### config.mk
export PLATFORM = sky130hd
export DESIGN_NAME = ats_trigger_select
export DESIGN_NICKNAME = d
export VERILOG_FILES = /design/src/inc/ats_pkg.sv /design/src/core/ats_trigger_select.sv
export VERILOG_INCLUDE_DIRS = /design/src /design/src/inc
export SDC_FILE = /design/constraint.sdc
export NUM_CORES = 1
export LEC_CHECK = 0
export ABC_AREA = 1
export BUFFER_PORTS_ARGS = -buffer_cell sky130_fd_sc_hd__buf_2
export CAP_MARGIN = 20
export CORE_MARGIN = 10
export CORE_UTILIZATION = 40
export DETAILED_ROUTE_END_ITERATION = 16
export PLACE_DENSITY = 0.73
export RECOVER_POWER = 25
export SETUP_SLACK_MARGIN = 0.4
export SYNTH_ARGS = -nofsm -noshare
export SYNTH_HDL_FRONTEND = slang
export SYNTH_SLANG_ARGS = --single-unit
### constraint.sdc
create_clock -name mclk -period 1.3 [get_ports mclk]
set_input_delay 0.325 -clock mclk [delete_from_list [all_inputs] [get_ports mclk]]
set_output_delay 0.325 -clock mclk [all_outputs]
set_load 0.05 [all_outputs]
### src/inc/ats_defs.svh
// register offsets, field positions and reset values for the trigger select block
`ifndef ATS_DEFS_SVH
`define ATS_DEFS_SVH
`define ATS_TRIG_SEL_OFFSET 4'h0
`define ATS_START_CTRL_OFFSET 4'h4
`define ATS_SEL_WIDTH 2
`define ATS_SEL_RESET 8'h00
`define ATS_RSVD_HI 7
`define ATS_RSVD_LO 6
`define ATS_NUM_CONV 3
`define ATS_AXI_OKAY 2'h0
`define ATS_AXI_SLVERR 2'h2
`endif

### src/inc/ats_pkg.sv
// types for the trigger select block
package ats_pkg;
    typedef enum logic [1:0] {
        ATS_SRC_PIN_OR_GEN,
        ATS_SRC_PIN_ONLY,
        ATS_SRC_GEN_ONLY,
        ATS_SRC_MOTOR_ONLY
    } ats_src_t;
endpackage

### src/core/ats_trigger_select.sv
// converter trigger source selection with start bits and AXI4-Lite register access
//
// The AXI4-Lite interface to the registers and the register offsets are this design's own decisions.
`timescale 1ns/1ps
`include "ats_defs.svh"

// Behaviour
// - bits 7 and 6 reserved, reset 0, always read 0, writes ignored
// - bits 5:4 select trigger sources for converter 2, reset 00
// - bits 3:2 select trigger sources for converter 1, reset 00
// - bits 1:0 select trigger sources for converter 0, reset 00
// - value 00 enables external pin and general timer starts
// - value 01 enables only external pin starts
// - value 10 general timer only; 11 motor timer only
// - enabled timer request sets start bit like a software write of 1
// - enabled pin falling edge sets start bit
module ats_trigger_select #(
    parameter int NUM_CONV = `ATS_NUM_CONV
) (
    input wire logic mclk, // system clock
    input wire logic rst_n, // async reset, active low
    input wire logic [31:0] s_axi_awaddr, // write address
    input wire logic s_axi_awvalid, // write address valid
    output logic s_axi_awready, // write address ready
    input wire logic [31:0] s_axi_wdata, // write data
    input wire logic [3:0] s_axi_wstrb, // write strobes
    input wire logic s_axi_wvalid, // write data valid
    output logic s_axi_wready, // write data ready
    output logic [1:0] s_axi_bresp, // write response
    output logic s_axi_bvalid, // write response valid
    input wire logic s_axi_bready, // write response ready
    input wire logic [31:0] s_axi_araddr, // read address
    input wire logic s_axi_arvalid, // read address valid
    output logic s_axi_arready, // read address ready
    output logic [31:0] s_axi_rdata, // read data
    output logic [1:0] s_axi_rresp, // read response
    output logic s_axi_rvalid, // read valid
    input wire logic s_axi_rready, // read ready
    input wire logic external_start_pin_n, // external trigger pin, active low
    input wire logic [NUM_CONV-1:0] genTimerReq, // general timer requests, one-cycle pulses
    input wire logic [NUM_CONV-1:0] motorTimerReq, // motor timer requests, one-cycle pulses
    input wire logic [NUM_CONV-1:0] convDone, // converter finished, clears start bit
    output logic [NUM_CONV-1:0] conversion_start_bit // start bits to the converters
);
    // elaboration check: the register has room for exactly three fields
    if (NUM_CONV != `ATS_NUM_CONV) begin : g_bad_conv
        $error("trigger register holds exactly three fields");
    end

    // per-converter source enables
    function automatic logic [2:0] srcEnable(input logic [1:0] sel);
        // bit0 pin, bit1 general timer, bit2 motor timer
        unique case (ats_pkg::ats_src_t'(sel))
            ats_pkg::ATS_SRC_PIN_OR_GEN: srcEnable = 3'h3;
            ats_pkg::ATS_SRC_PIN_ONLY: srcEnable = 3'h1;
            ats_pkg::ATS_SRC_GEN_ONLY: srcEnable = 3'h2;
            ats_pkg::ATS_SRC_MOTOR_ONLY: srcEnable = 3'h4;
        endcase
    endfunction

    logic [5:0] trigSel;
    logic pinSync1, pinSync2, pinPrev;
    logic awPend, wPend;
    logic [31:0] awAddr, wData;
    logic [3:0] wStrb;

    // pin synchroniser and edge history
    // flops reset to the idle high level, so leaving reset makes no false edge
    always_ff @(posedge mclk or negedge rst_n) begin
        if (!rst_n) begin
            pinSync1 <= 1'b1;
            pinSync2 <= 1'b1;
            pinPrev <= 1'b1;
        end else begin
            pinSync1 <= external_start_pin_n;
            pinSync2 <= pinSync1;
            pinPrev <= pinSync2;
        end
    end
    wire pinFall = pinPrev & ~pinSync2;

    // write channel capture, either order
    wire doWrite = awPend && wPend && !s_axi_bvalid;
    assign s_axi_awready = !awPend;
    assign s_axi_wready = !wPend;
    wire wrSel = awAddr[3:0] == `ATS_TRIG_SEL_OFFSET && awAddr[31:4] == 28'h0000000;
    wire wrStart = awAddr[3:0] == `ATS_START_CTRL_OFFSET && awAddr[31:4] == 28'h0000000;
    wire selWr = doWrite && wrSel && wStrb[0];
    wire startWr = doWrite && wrStart && wStrb[0];

    always_ff @(posedge mclk or negedge rst_n) begin
        if (!rst_n) begin
            awPend <= 1'b0;
            wPend <= 1'b0;
            awAddr <= 32'h00000000;
            wData <= 32'h00000000;
            wStrb <= 4'h0;
            s_axi_bvalid <= 1'b0;
            s_axi_bresp <= `ATS_AXI_OKAY;
        end else begin
            if (s_axi_awvalid && !awPend) begin
                awPend <= 1'b1;
                awAddr <= s_axi_awaddr;
            end
            if (s_axi_wvalid && !wPend) begin
                wPend <= 1'b1;
                wData <= s_axi_wdata;
                wStrb <= s_axi_wstrb;
            end
            if (doWrite) begin
                awPend <= 1'b0;
                wPend <= 1'b0;
                s_axi_bvalid <= 1'b1;
                s_axi_bresp <= (wrSel || wrStart) ? `ATS_AXI_OKAY : `ATS_AXI_SLVERR;
            end else if (s_axi_bvalid && s_axi_bready) begin
                s_axi_bvalid <= 1'b0;
            end
        end
    end

    // select fields; reserved bits never stored
    always_ff @(posedge mclk or negedge rst_n) begin
        if (!rst_n) begin
            trigSel <= 6'h00;
        end else if (selWr) begin
            trigSel <= wData[5:0];
        end
    end

    // start bits: triggers set, software writes, done clears; a set wins
    logic [NUM_CONV-1:0] next_start, trigHit;
    // a trigger in the same cycle as a clear must not be lost, so it is applied last
    always_comb begin
        logic [2:0] en;
        en = 3'h0;
        next_start = conversion_start_bit;
        for (int i = 0; i < NUM_CONV; i++) begin
            en = srcEnable(trigSel[2*i +: 2]);
            trigHit[i] = (en[0] & pinFall) | (en[1] & genTimerReq[i]) | (en[2] & motorTimerReq[i]);
            if (convDone[i]) next_start[i] = 1'b0;
            if (startWr) next_start[i] = wData[i];
            if (trigHit[i]) next_start[i] = 1'b1;
        end
    end
    always_ff @(posedge mclk or negedge rst_n) begin
        if (!rst_n) conversion_start_bit <= '0;
        else conversion_start_bit <= next_start;
    end

    // read channel, one-cycle answer
    wire rdSel = s_axi_araddr[3:0] == `ATS_TRIG_SEL_OFFSET && s_axi_araddr[31:4] == 28'h0000000;
    wire rdStart = s_axi_araddr[3:0] == `ATS_START_CTRL_OFFSET && s_axi_araddr[31:4] == 28'h0000000;
    assign s_axi_arready = !s_axi_rvalid;
    always_ff @(posedge mclk or negedge rst_n) begin
        if (!rst_n) begin
            s_axi_rvalid <= 1'b0;
            s_axi_rdata <= 32'h00000000;
            s_axi_rresp <= `ATS_AXI_OKAY;
        end else if (s_axi_arvalid && !s_axi_rvalid) begin
            s_axi_rvalid <= 1'b1;
            s_axi_rdata <= rdSel ? {26'h0, trigSel} :
                           rdStart ? {29'h0, conversion_start_bit} : 32'h00000000;
            s_axi_rresp <= (rdSel || rdStart) ? `ATS_AXI_OKAY : `ATS_AXI_SLVERR;
        end else if (s_axi_rvalid && s_axi_rready) begin
            s_axi_rvalid <= 1'b0;
        end
    end

    // checks
    a_rsvd_zero: assert property (@(posedge mclk) disable iff (!rst_n)
        s_axi_rvalid && s_axi_rresp == `ATS_AXI_OKAY |-> s_axi_rdata[7:6] == 2'h0)
        else $error("reserved bits read nonzero");
    a_field2_write: assert property (@(posedge mclk) disable iff (!rst_n)
        selWr |=> trigSel[5:4] == $past(wData[5:4]))
        else $error("field 2 not stored");
    a_field2_hold: assert property (@(posedge mclk) disable iff (!rst_n)
        !selWr |=> $stable(trigSel[5:4]))
        else $error("field 2 changed without write");
    a_field1_write: assert property (@(posedge mclk) disable iff (!rst_n)
        selWr |=> trigSel[3:2] == $past(wData[3:2]))
        else $error("field 1 not stored");
    a_field1_hold: assert property (@(posedge mclk) disable iff (!rst_n)
        !selWr |=> $stable(trigSel[3:2]))
        else $error("field 1 changed without write");
    a_field0_write: assert property (@(posedge mclk) disable iff (!rst_n)
        selWr |=> trigSel[1:0] == $past(wData[1:0]))
        else $error("field 0 not stored");
    a_field0_hold: assert property (@(posedge mclk) disable iff (!rst_n)
        !selWr |=> $stable(trigSel[1:0]))
        else $error("field 0 changed without write");
    a_pin_mode00: assert property (@(posedge mclk) disable iff (!rst_n)
        trigSel[1:0] == 2'h0 && pinFall |=> conversion_start_bit[0])
        else $error("pin start lost in mode 00");
    a_gen_mode00: assert property (@(posedge mclk) disable iff (!rst_n)
        trigSel[1:0] == 2'h0 && genTimerReq[0] |=> conversion_start_bit[0])
        else $error("general timer start lost in mode 00");
    a_motor_blocked00: assert property (@(posedge mclk) disable iff (!rst_n)
        trigSel[1:0] == 2'h0 && motorTimerReq[0] && !genTimerReq[0] && !pinFall && !startWr
        && !conversion_start_bit[0] |=> !conversion_start_bit[0])
        else $error("motor timer accepted in mode 00");
    a_gen_blocked01: assert property (@(posedge mclk) disable iff (!rst_n)
        trigSel[1:0] == 2'h1 && genTimerReq[0] && !pinFall && !startWr && !conversion_start_bit[0]
        |=> !conversion_start_bit[0])
        else $error("general timer accepted in mode 01");
    a_pin_mode01: assert property (@(posedge mclk) disable iff (!rst_n)
        trigSel[1:0] == 2'h1 && pinFall |=> conversion_start_bit[0])
        else $error("pin start lost in mode 01");
    a_motor_mode11: assert property (@(posedge mclk) disable iff (!rst_n)
        trigSel[3:2] == 2'h3 && motorTimerReq[1] |=> conversion_start_bit[1])
        else $error("motor timer start lost");
    a_gen_blocked11: assert property (@(posedge mclk) disable iff (!rst_n)
        trigSel[3:2] == 2'h3 && genTimerReq[1] && !motorTimerReq[1] && !pinFall && !startWr
        && !conversion_start_bit[1] |=> !conversion_start_bit[1])
        else $error("general timer accepted in mode 11");
    a_pin_blocked10: assert property (@(posedge mclk) disable iff (!rst_n)
        trigSel[5:4] == 2'h2 && pinFall && !genTimerReq[2] && !motorTimerReq[2] && !startWr
        && !conversion_start_bit[2] |=> !conversion_start_bit[2])
        else $error("pin accepted in mode 10");
    a_gen_mode10: assert property (@(posedge mclk) disable iff (!rst_n)
        trigSel[5:4] == 2'h2 && genTimerReq[2] |=> conversion_start_bit[2])
        else $error("general timer start lost");
    a_start_write: assert property (@(posedge mclk) disable iff (!rst_n)
        startWr && !trigHit[0] |=> conversion_start_bit[0] == $past(wData[0]))
        else $error("software start write not applied");
    a_pin_edge: assert property (@(posedge mclk) disable iff (!rst_n)
        $fell(pinSync2) && trigSel[3:2] == 2'h1 |=> conversion_start_bit[1])
        else $error("pin edge did not set start");
    a_disabled_src: assert property (@(posedge mclk) disable iff (!rst_n)
        !trigHit[2] && !startWr && !convDone[2] |=> $stable(conversion_start_bit[2]))
        else $error("start bit changed by disabled source");
endmodule

# Word level (Yosys, flattened, before mapping)
# Index checks and enable logic that the tools add are counted.
# op_classes
n_addsub	0
mul	0
div	0
magnitude_cmp	0
eq_ne	11
shifts	0
n_mux	24
bitwise	17
reduce_logical	35
# op_table
op	count
$logic_not A28 Y1	2
$pmux W3 S4	3
$mux W1	17
$logic_and A1 B1 Y1	15
$eq A2 B2 Y1 const B	6
$and A1 B1 Y1	10
$reduce_bool A3 Y1	3
$eq A4 B3 Y1 const B	2
$logic_not A4 Y1	2
$reduce_bool A2 Y1	4
$eq A2 B1 Y1 const B	3
$logic_not A2 Y1	3
$mux W6	1
$or A1 B1 Y1	6
$logic_not A1 Y1	4
$mux W2	2
$mux W3	1
$logic_or A1 B1 Y1	2
$not A1 Y1	1
# word_totals
regBits	91
latchBits	0
ram_bits	0
romBits	0
inputBits	117
out_inout_bits	44
elab_cells	104
mem_count	0

# Depth between registers and ports, before layout
# Gate-level depths: netlist of run 1.
# depth
ltp_word	6
depth_mapped	9
mapped_depth_nobuf	9

# Least setup slack after synthesis of run 1
# OpenSTA, ideal clock, no wires.
# synth_path
path_type	reg2reg
from	register s_axi_rvalid
to	register s_axi_rdata[2]
setup_ns	0.113
arrival_time_ns	1.804
t_required_ns	1.187
setup_slack_ns	-0.617
stages_incl_launch_ff	7
n_path_buf	0
period_less_slack_ns	1.917
cell_sequence	dfrtp_1 -> inv_1 -> nand2_1 -> clkinv_1 -> or2_2 -> nand2_1 -> inv_1
# synth_between
elab_chain_cells	2
# synth_rtl
element	line	text
start: declaration	ats_trigger_select.sv:37	output logic s_axi_rvalid,
start signal: assignment	ats_trigger_select.sv:156	s_axi_rvalid <= 1'b0;
start signal: assignment	ats_trigger_select.sv:160	s_axi_rvalid <= 1'b1;
start signal: assignment	ats_trigger_select.sv:165	s_axi_rvalid <= 1'b0;
$logic_not A1 Y1	-	
named net s_axi_arready	ats_trigger_select.sv:34	output logic s_axi_arready,
$logic_and A1 B1 Y1	ats_trigger_select.sv:159	end else if (s_axi_arvalid && !s_axi_rvalid) begin
end signal: assignment	ats_trigger_select.sv:161	s_axi_rdata <= rdSel ? {26'h0, trigSel} :
end: declaration	ats_trigger_select.sv:35	output logic [31:0] s_axi_rdata,
# The timed path passes the listed nets, and every way through them passes these cells.
# A chain may end at the register's enable or synchronous reset.

# Worst setup path after layout of run 1
# layout_path
from	register awAddr[31]
to	register trigSel[0]
# layout_between
elab_chain_cells	4
# layout_rtl
element	line	text
start: declaration	ats_trigger_select.sv:64	logic [31:0] awAddr, wData;
start signal: assignment	ats_trigger_select.sv:103	awAddr <= s_axi_awaddr;
$logic_not A28 Y1	ats_trigger_select.sv:86	wire wrSel = awAddr[3:0] == `ATS_TRIG_SEL_OFFSET && awAddr[31:4] == 28'h0000000;
$logic_and A1 B1 Y1	ats_trigger_select.sv:86	
$logic_and A1 B1 Y1 (2 in a row)	ats_trigger_select.sv:88	wire selWr = doWrite && wrSel && wStrb[0];
end signal: assignment	ats_trigger_select.sv:126	trigSel <= wData[5:0];
end: declaration	ats_trigger_select.sv:61	logic [5:0] trigSel;
# Every way passes these cells.

==> results.yml, run 1 <==
place:
  post-place-ws_ns: -0.171
  io_buffers: 103
  dp_hpwl_um: 6060
  place.gp.congestion: 0.817
  postPlaceCellArea_mm2: 0.00371
timing:
  slew_headroom_pct: 43.3
  clock.fmax_mhz: 669
  whs_ns: 0.0564
  drv_slew: 0
  post-route-period-util_pct: 115
  tightest_slew_ns: 0.850
  rsz0062_at_grt: "yes"
  min_period_ns: 1.50
  setup_viol: 46
  hold_violations: 0
  skew_ns: 0.0137
  layout_setup_ws_ns: -0.196
worst_setup_path:
  arrival_ns: 1.76
  crit_chain: "nor2_2 > nand2_1 > nor2_1 > nand3b_1 > nor2_4 > buf_6 > nand3b_4 > o21ai_2"
  path_depth: 8
  critical_path_required_ns: 1.56
  path_max_fanout: 6
  start_kind: "flop"
  worstReg2RegStart: "awAddr[31]"
  cpPeakStageDelay_ns: 0.39
  crit_type: "reg2reg"
  path_buf_inv: 1
  crit_path_end_kind: "flop"
  crit_family: "simple AND/OR/NAND/NOR gates"
  r2r_cells: 8
  startpoint: "awAddr[31]"
  r2r_end: "trigSel[0]"
  rrSetupSlack_ns: -0.20
  critical_path.slowest_cell: "dfrtp_1"
  crit_end: "trigSel[0]"
routing:
  dr.first_iter.drc_count: 57
  via_per_inst: 4.68
  via_count: 2599
  first_pass_iters: 4
  drt_wl_total_um: 9590
  wl_per_cell_um: 17.3
  route.detailed.drc: 0
  ant_nets: 0
cts:
  cts_tree: "yes"
  cts_htree_levels: 3
  clockBufferDepth: 2
  cts_buffers: 9
  clkLatencyLatePin_ns: 0.35
  cts.clk_slew.worst_paths_ns: 0.08
  clock_sinks: 63
  root_buffer: "clkbuf_8"
power_and_ir_drop:
  vdd_ir_drop_max_v: 0.00110
  fin_total_pwr_mw: 8.50
  power.density_mw_per_mm2: 1780
  power_frac_comb_pct: 45.5
  pwr-share-clk_pct: 18.3
  p_int_mw: 5.60
  leakage_nw: 2.43
  seq_power_share_pct: 36.2
  sw_frac_of_total_pct: 34.2
  power_switching_mw: 2.90
finish:
  antenna_cells: 0
  syn_to_final_growth_pct: 61.3
  layout-drive-gt1-share_pct: 60.1
  fill_cells: 535
  final_area_mm2: 0.00478
  regArea_mm2: 0.00160
  nets: 568
  post-route-util_pct: 66.2
  multi_input_area_mm2: 0.00150
grt:
  grt_usage_pct: 16.5
  antenna_found_initial: 0
  grt_overflow: 0
  grt_pass1_vias: 2847
  grt_pass1_wl_um: 14900
  grt_max_degree: 28
floorplanning:
  die_w_um: 106
  dieHeight_um: 106
  start_util_pct: 41.1
  placeableCoreArea_mm2: 0.00721
  dieArea_mm2: 0.0112
  rows: 31
  ioPinCount: 161
hold_path:
  min_path_type: "in2async"
logic_synthesis:
  ys_async_sr_fraction_pct: 100
  syn_inst: 293
  synth_top_area_share_pct: 50.7
  synth_seq_area_share_pct: 53.4
  ys.flop_type: "dfrtp_1"
  netlist_top_cells_area: "dfrtp_1 (51%), mux2_2 (13%), buf_4 (7.1%)"
  yosysWarnings: 0
  synth.top_cells.by_count: "dfrtp_1 (60), nor2_1 (46), nand2_1 (43), mux2_2 (33), buf_4 (28)"
  yosysMostFrequentCell: "dfrtp_1"
  ys_ff_latch: 63
  syn_avg_cell_area_um2: 10.1
  synth_edf_count: 0
  yosysTopAreaCell: "dfrtp_1"
  synth_area_mm2: 0.00296
  yosysUniqueCellTypes: 30
outcome:
  status: "finished, violations left"
  violations: "negative setup slack"
job:
  drv_cap: 0
[worst reg2reg max path, cell delays in order, from the launching register on]
cell and delay, ns:
dfrtp_1 0.39, nor2_2 0.11, nand2_1 0.07, nor2_1 0.09
nand3b_1 0.14, nor2_4 0.20, buf_6 0.14, nand3b_4 0.13
o21ai_2 0.15
[what timing repair did]
item,4_1_cts,5_1_grt
buffers inserted,16,11
gates cloned,6,0
setup endpoints to repair,75,76
pin swaps,6,15
hold endpoints to repair,11,11
resized for setup,111,38
[worst min-delay path by stage]
stage	startpoint	to	slack, ns	depth (start not counted)
floorplan	rst_n	awAddr[0]	0.03	0
global placement	rst_n	s_axi_rdata[0]	0.27	1
detailed placement	rst_n	s_axi_rvalid	0.26	1
CTS	rst_n	s_axi_rvalid	-0.12	1
global route	external_start_pin_n	pinSync1	0.04	1
finish	rst_n	s_axi_rdata[3]	0.06	1
[state kept, by name, indices dropped and copies added, names as in the netlist]
name,flops
s_axi_rdata,6
pinPrev,1
s_axi_bresp,1
wStrb,1
pinSync1,1
trigSel,6
wData,6
awPend,1
s_axi_bvalid,1
conversion_start_bit,3
awAddr,32
wPend,1
pinSync2,1
s_axi_rvalid,1
s_axi_rresp,1
[power by group through the flow]
stage | clock (mW) | sequential (mW) | combinational (mW)
after CTS | 1.58 | 3.04 | 3.54
after global routing | 1.70 | 3.17 | 4.13
after global placement | 0 | 3.00 | 2.24
final | 1.55 | 3.08 | 3.87
after detailed placement | 0 | 3.04 | 2.31
after floorplan | 0 | 3.06 | 1.62
[metal layers]
layer / part of all wire (%) / global-route usage, % / up-vias
met5: 0 / 0 / -
met4: 1.4 / 4.55 / 0
met3: 11 / 8.15 / 15
met2: 52 / 29.2 / 125
met1: 36 / 16.9 / 1234
li1: - / - / 1225
[area by class of cell]
type | instances | share of cell area [%]
timing repair buffer | 152 | 26.9
clock buffer | 10 | 2.88
multi-input combinational | 205 | 31.5
clock inverter | 6 | 0.917
inverter | 20 | 1.89
tap | 99 | 2.59
sequential | 63 | 33.4
[layout by cell type, fill, tap and decap left out, drive strengths merged, types with 11 or more instances in the layout]
cell type and instances:
buf 150, dfrtp 60, nor2 49, nand2 44, mux2 33, conb 28, inv 18, o21ai 12
clkbuf 12, nand3 11
[per-stage QoR]
| stage | setup TNS [ns] | instances |
|---|---|---|
| detailed placement | -1.92 | 506 |
| CTS | -3.41 | 544 |
| global route | -7.12 | 555 |
| finish | -3.44 | 555 |
| floorplan | -9.64 | 320 |
| global placement | -1.51 | 506 |
[logic make-up after synthesis]
group	share of synthesized area, %
multiplexers	12.5
other	0.127
flip-flops	53.4
AND/OR/NAND/NOR	17.6
buffers and inverters	10.6
AO/OA/AOI/OAI	5.75
Power figures use the tool's default switching activity.
==> run 2: changes to the inputs <==
ABC_AREA = not set   (was 1)
PLACE_DENSITY = 0.74   (was 0.73)
==> run 2 against run 1 <==
- the run still ends with negative setup slack left
- cell count fell by 11%
- combinational power down 2%
- synthesized cell count decreased by 22%
- highest routed layer unchanged
==> results.yml, run 2 <==
outcome:
  status: "finished, violations left"
  violations: "negative setup slack"
place:
  dp_hpwl_um: 6210
  dp.cells: 460
  place.gp.congestion: 0.753
  io_buffers: 103
finish:
  post-route-util_pct: 67.3
  fin_cells: 492
  largest_reg_flops: 32
  nets: 508
  fill_cells: 485
  final_common_cell: "buf_2"
  antenna_cells: 0
  final_cell_mix: "buf_2 (85), dfrtp_1 (47), mux2_4 (45)"
  regMostFlops: "awAddr"
  syn_to_final_growth_pct: 62.8
  layout-drive-gt1-share_pct: 66.4
worst_setup_path:
  path_max_fanout: 6
  startpoint: "awAddr[26]"
  r2r_cells: 6
  worstReg2RegStart: "awAddr[26]"
  arrival_ns: 1.98
  rrSetupSlack_ns: -0.45
  start_kind: "flop"
  crit_end: "trigSel[1]"
  critical_path_required_ns: 1.53
  crit_type: "reg2reg"
  crit_path_end_kind: "flop"
  r2r_end: "trigSel[1]"
cts:
  clkLatencyLatePin_ns: 0.34
  cts.clk_slew.worst_paths_ns: 0.07
  clockBufferDepth: 2
  cts_buffers: 9
  cts_htree_levels: 3
  cts_tree: "yes"
  root_buffer: "clkbuf_8"
  clock_sinks: 63
routing:
  route.detailed.drc: 0
  ant_nets: 0
  wl_per_cell_um: 17.9
  via_per_inst: 4.75
  dr.first_iter.drc_count: 89
  first_pass_iters: 5
  via_count: 2339
  drt_wl_total_um: 8830
timing:
  layout_setup_ws_ns: -0.450
  skew_ns: 0.00953
  post-route-period-util_pct: 135
  min_period_ns: 1.75
  clock.fmax_mhz: 571
  hold_violations: 0
  rsz0062_at_grt: "yes"
  setup_viol: 61
  drv_slew: 0
logic_synthesis:
  synth_area_mm2: 0.00283
  ys_ff_latch: 63
  ys.flop_type: "dfrtp_1"
  synth_top_area_share_pct: 53.1
  synth_seq_area_share_pct: 55.9
  yosysWarnings: 0
  yosysTopAreaCell: "dfrtp_1"
  syn_inst: 228
  synth.top_cells.by_count: "dfrtp_1 (60), mux2_2 (45), buf_4 (28), nor4_1 (13), inv_1 (11)"
  ys_async_sr_fraction_pct: 100
  syn_avg_cell_area_um2: 12.4
  synth_edf_count: 0
  netlist_top_cells_area: "dfrtp_1 (53%), mux2_2 (18%), buf_4 (7.4%)"
  yosysMostFrequentCell: "dfrtp_1"
  yosysUniqueCellTypes: 28
power_and_ir_drop:
  leakage_nw: 2.24
  vdd_ir_drop_max_v: 0.00123
  power.density_mw_per_mm2: 1840
grt:
  antenna_found_initial: 0
  grt_pass1_wl_um: 13600
  grt_overflow: 0
  grt_pass1_vias: 2628
  grt_usage_pct: 15.4
  grt_max_degree: 64
floorplanning:
  dieHeight_um: 104
  rows: 30
  start_util_pct: 41.4
  ioPinCount: 161
  placeableCoreArea_mm2: 0.00683
  die_w_um: 104
  dieArea_mm2: 0.0108
hold_path:
  min_path_type: "in2reg"
  whs_path_depth: 1
job:
  drv_cap: 0
==> run 2: changes by cell type after synthesis, moves of 4 or more <==
cell / before / now
inv_1: 18 / 11
o21ai_2: 6 / 0
nand3_1: 11 / 6
nand2_1: 43 / 9
a31oi_1: 5 / 0
nand3b_1: 4 / 0
nor4_1: 0 / 13
buf_1: 0 / 4
nor2_1: 46 / 7
nand2b_1: 0 / 5
mux2i_1: 0 / 6
mux2_2: 33 / 45
==> run 2: final cells by class <==
cell class | count | area, um2 | area share (%)
clock buffers | 10 | 138 | 2.99
flip-flops and latches | 63 | 1600 | 34.7
inverters | 11 | 52.6 | 1.14
clock inverters | 6 | 36.3 | 0.789
well taps | 96 | 120 | 2.61
repair buffers | 160 | 1280 | 27.9
multi-input cells | 146 | 1380 | 29.9
==> run 2: routing by layer <==
layer | vias to the layer above | wire length (um) | global-route usage, %
li1 | 1073 | - | -
met1 | 1131 | 3620 | 17.4
met2 | 123 | 4410 | 25.9
met3 | 12 | 723 | 6.51
met4 | 0 | 76 | 4.17
met5 | - | 0 | 0
==> run 2: what timing repair did <==
action,in CTS,in global routing
hold buffers,1,0
gates resized for setup,77,24
hold endpoints to repair,47,0
setup endpoints to repair,76,90
pin swaps,4,11
gates cloned,2,1
buffers inserted,9,3
==> run 2: worst min-delay path by stage <==
stage                                    start        end  slack, ns
after floorplan                          rst_n  awAddr[0]       0.03
after global placement                pinSync1   pinSync2       0.35
after detailed placement              pinSync1   pinSync2       0.35
after CTS                 external_start_pin_n   pinSync1       0.07
after global routing      external_start_pin_n   pinSync1       0.07
final                     external_start_pin_n   pinSync1       0.08
==> run 2: kinds of logic (layout without fill, tap and decap cells) <==
| logic type | count (synthesis) | count (layout) | synth area share (%) |
|---|---|---|---|
| AND/OR/NAND/NOR | 51 | 51 | 10.5 |
| multiplexers | 51 | 51 | 20.1 |
| other | 1 | 28 | 0.133 |
| buffers and inverters | 46 | 187 | 9.83 |
| flip-flops | 63 | 63 | 55.9 |
| AO/OA/AOI/OAI | 16 | 16 | 3.59 |
==> run 2: stage by stage <==
| step | setup TNS (ns) | power, mW | hold slack [ns] | setup slack [ns] | area, um2 |
|---|---|---|---|---|---|
| 6_report | -8.85 | 8.46 | 0.0780 | -0.450 | 4600 |
| 5_1_grt | -11.97 | 8.87 | 0.0719 | -0.587 | 4600 |
| 4_1_cts | -8.65 | 8.25 | 0.0672 | -0.553 | 4470 |
| 3_5_place_dp | -10.16 | 6.16 | 0.349 | -0.571 | 3880 |
| 3_3_place_gp | -9.32 | 6.07 | 0.346 | -0.539 | 3880 |
| 2_1_floorplan | -5.73 | 5.07 | 0.0294 | -0.458 | 3190 |
==> run 2: worst max-delay path: stages, from the launching register on <==
cell and delay, ns:
dfrtp_1 0.39, nor4_2 0.29, buf_4 0.17, nand3_4 0.07, nor4_4 0.23, buf_6 0.18, mux2_4 0.30
==> run 2: power by group <==
group / switching (mW) / internal (mW) / leakage (nW)
Clock: 0.769 / 0.732 / 0.0918
Combinational: 1.43 / 2.36 / 1.41
Sequential: 0.512 / 2.66 / 0.738
Total: 2.71 / 5.75 / 2.24
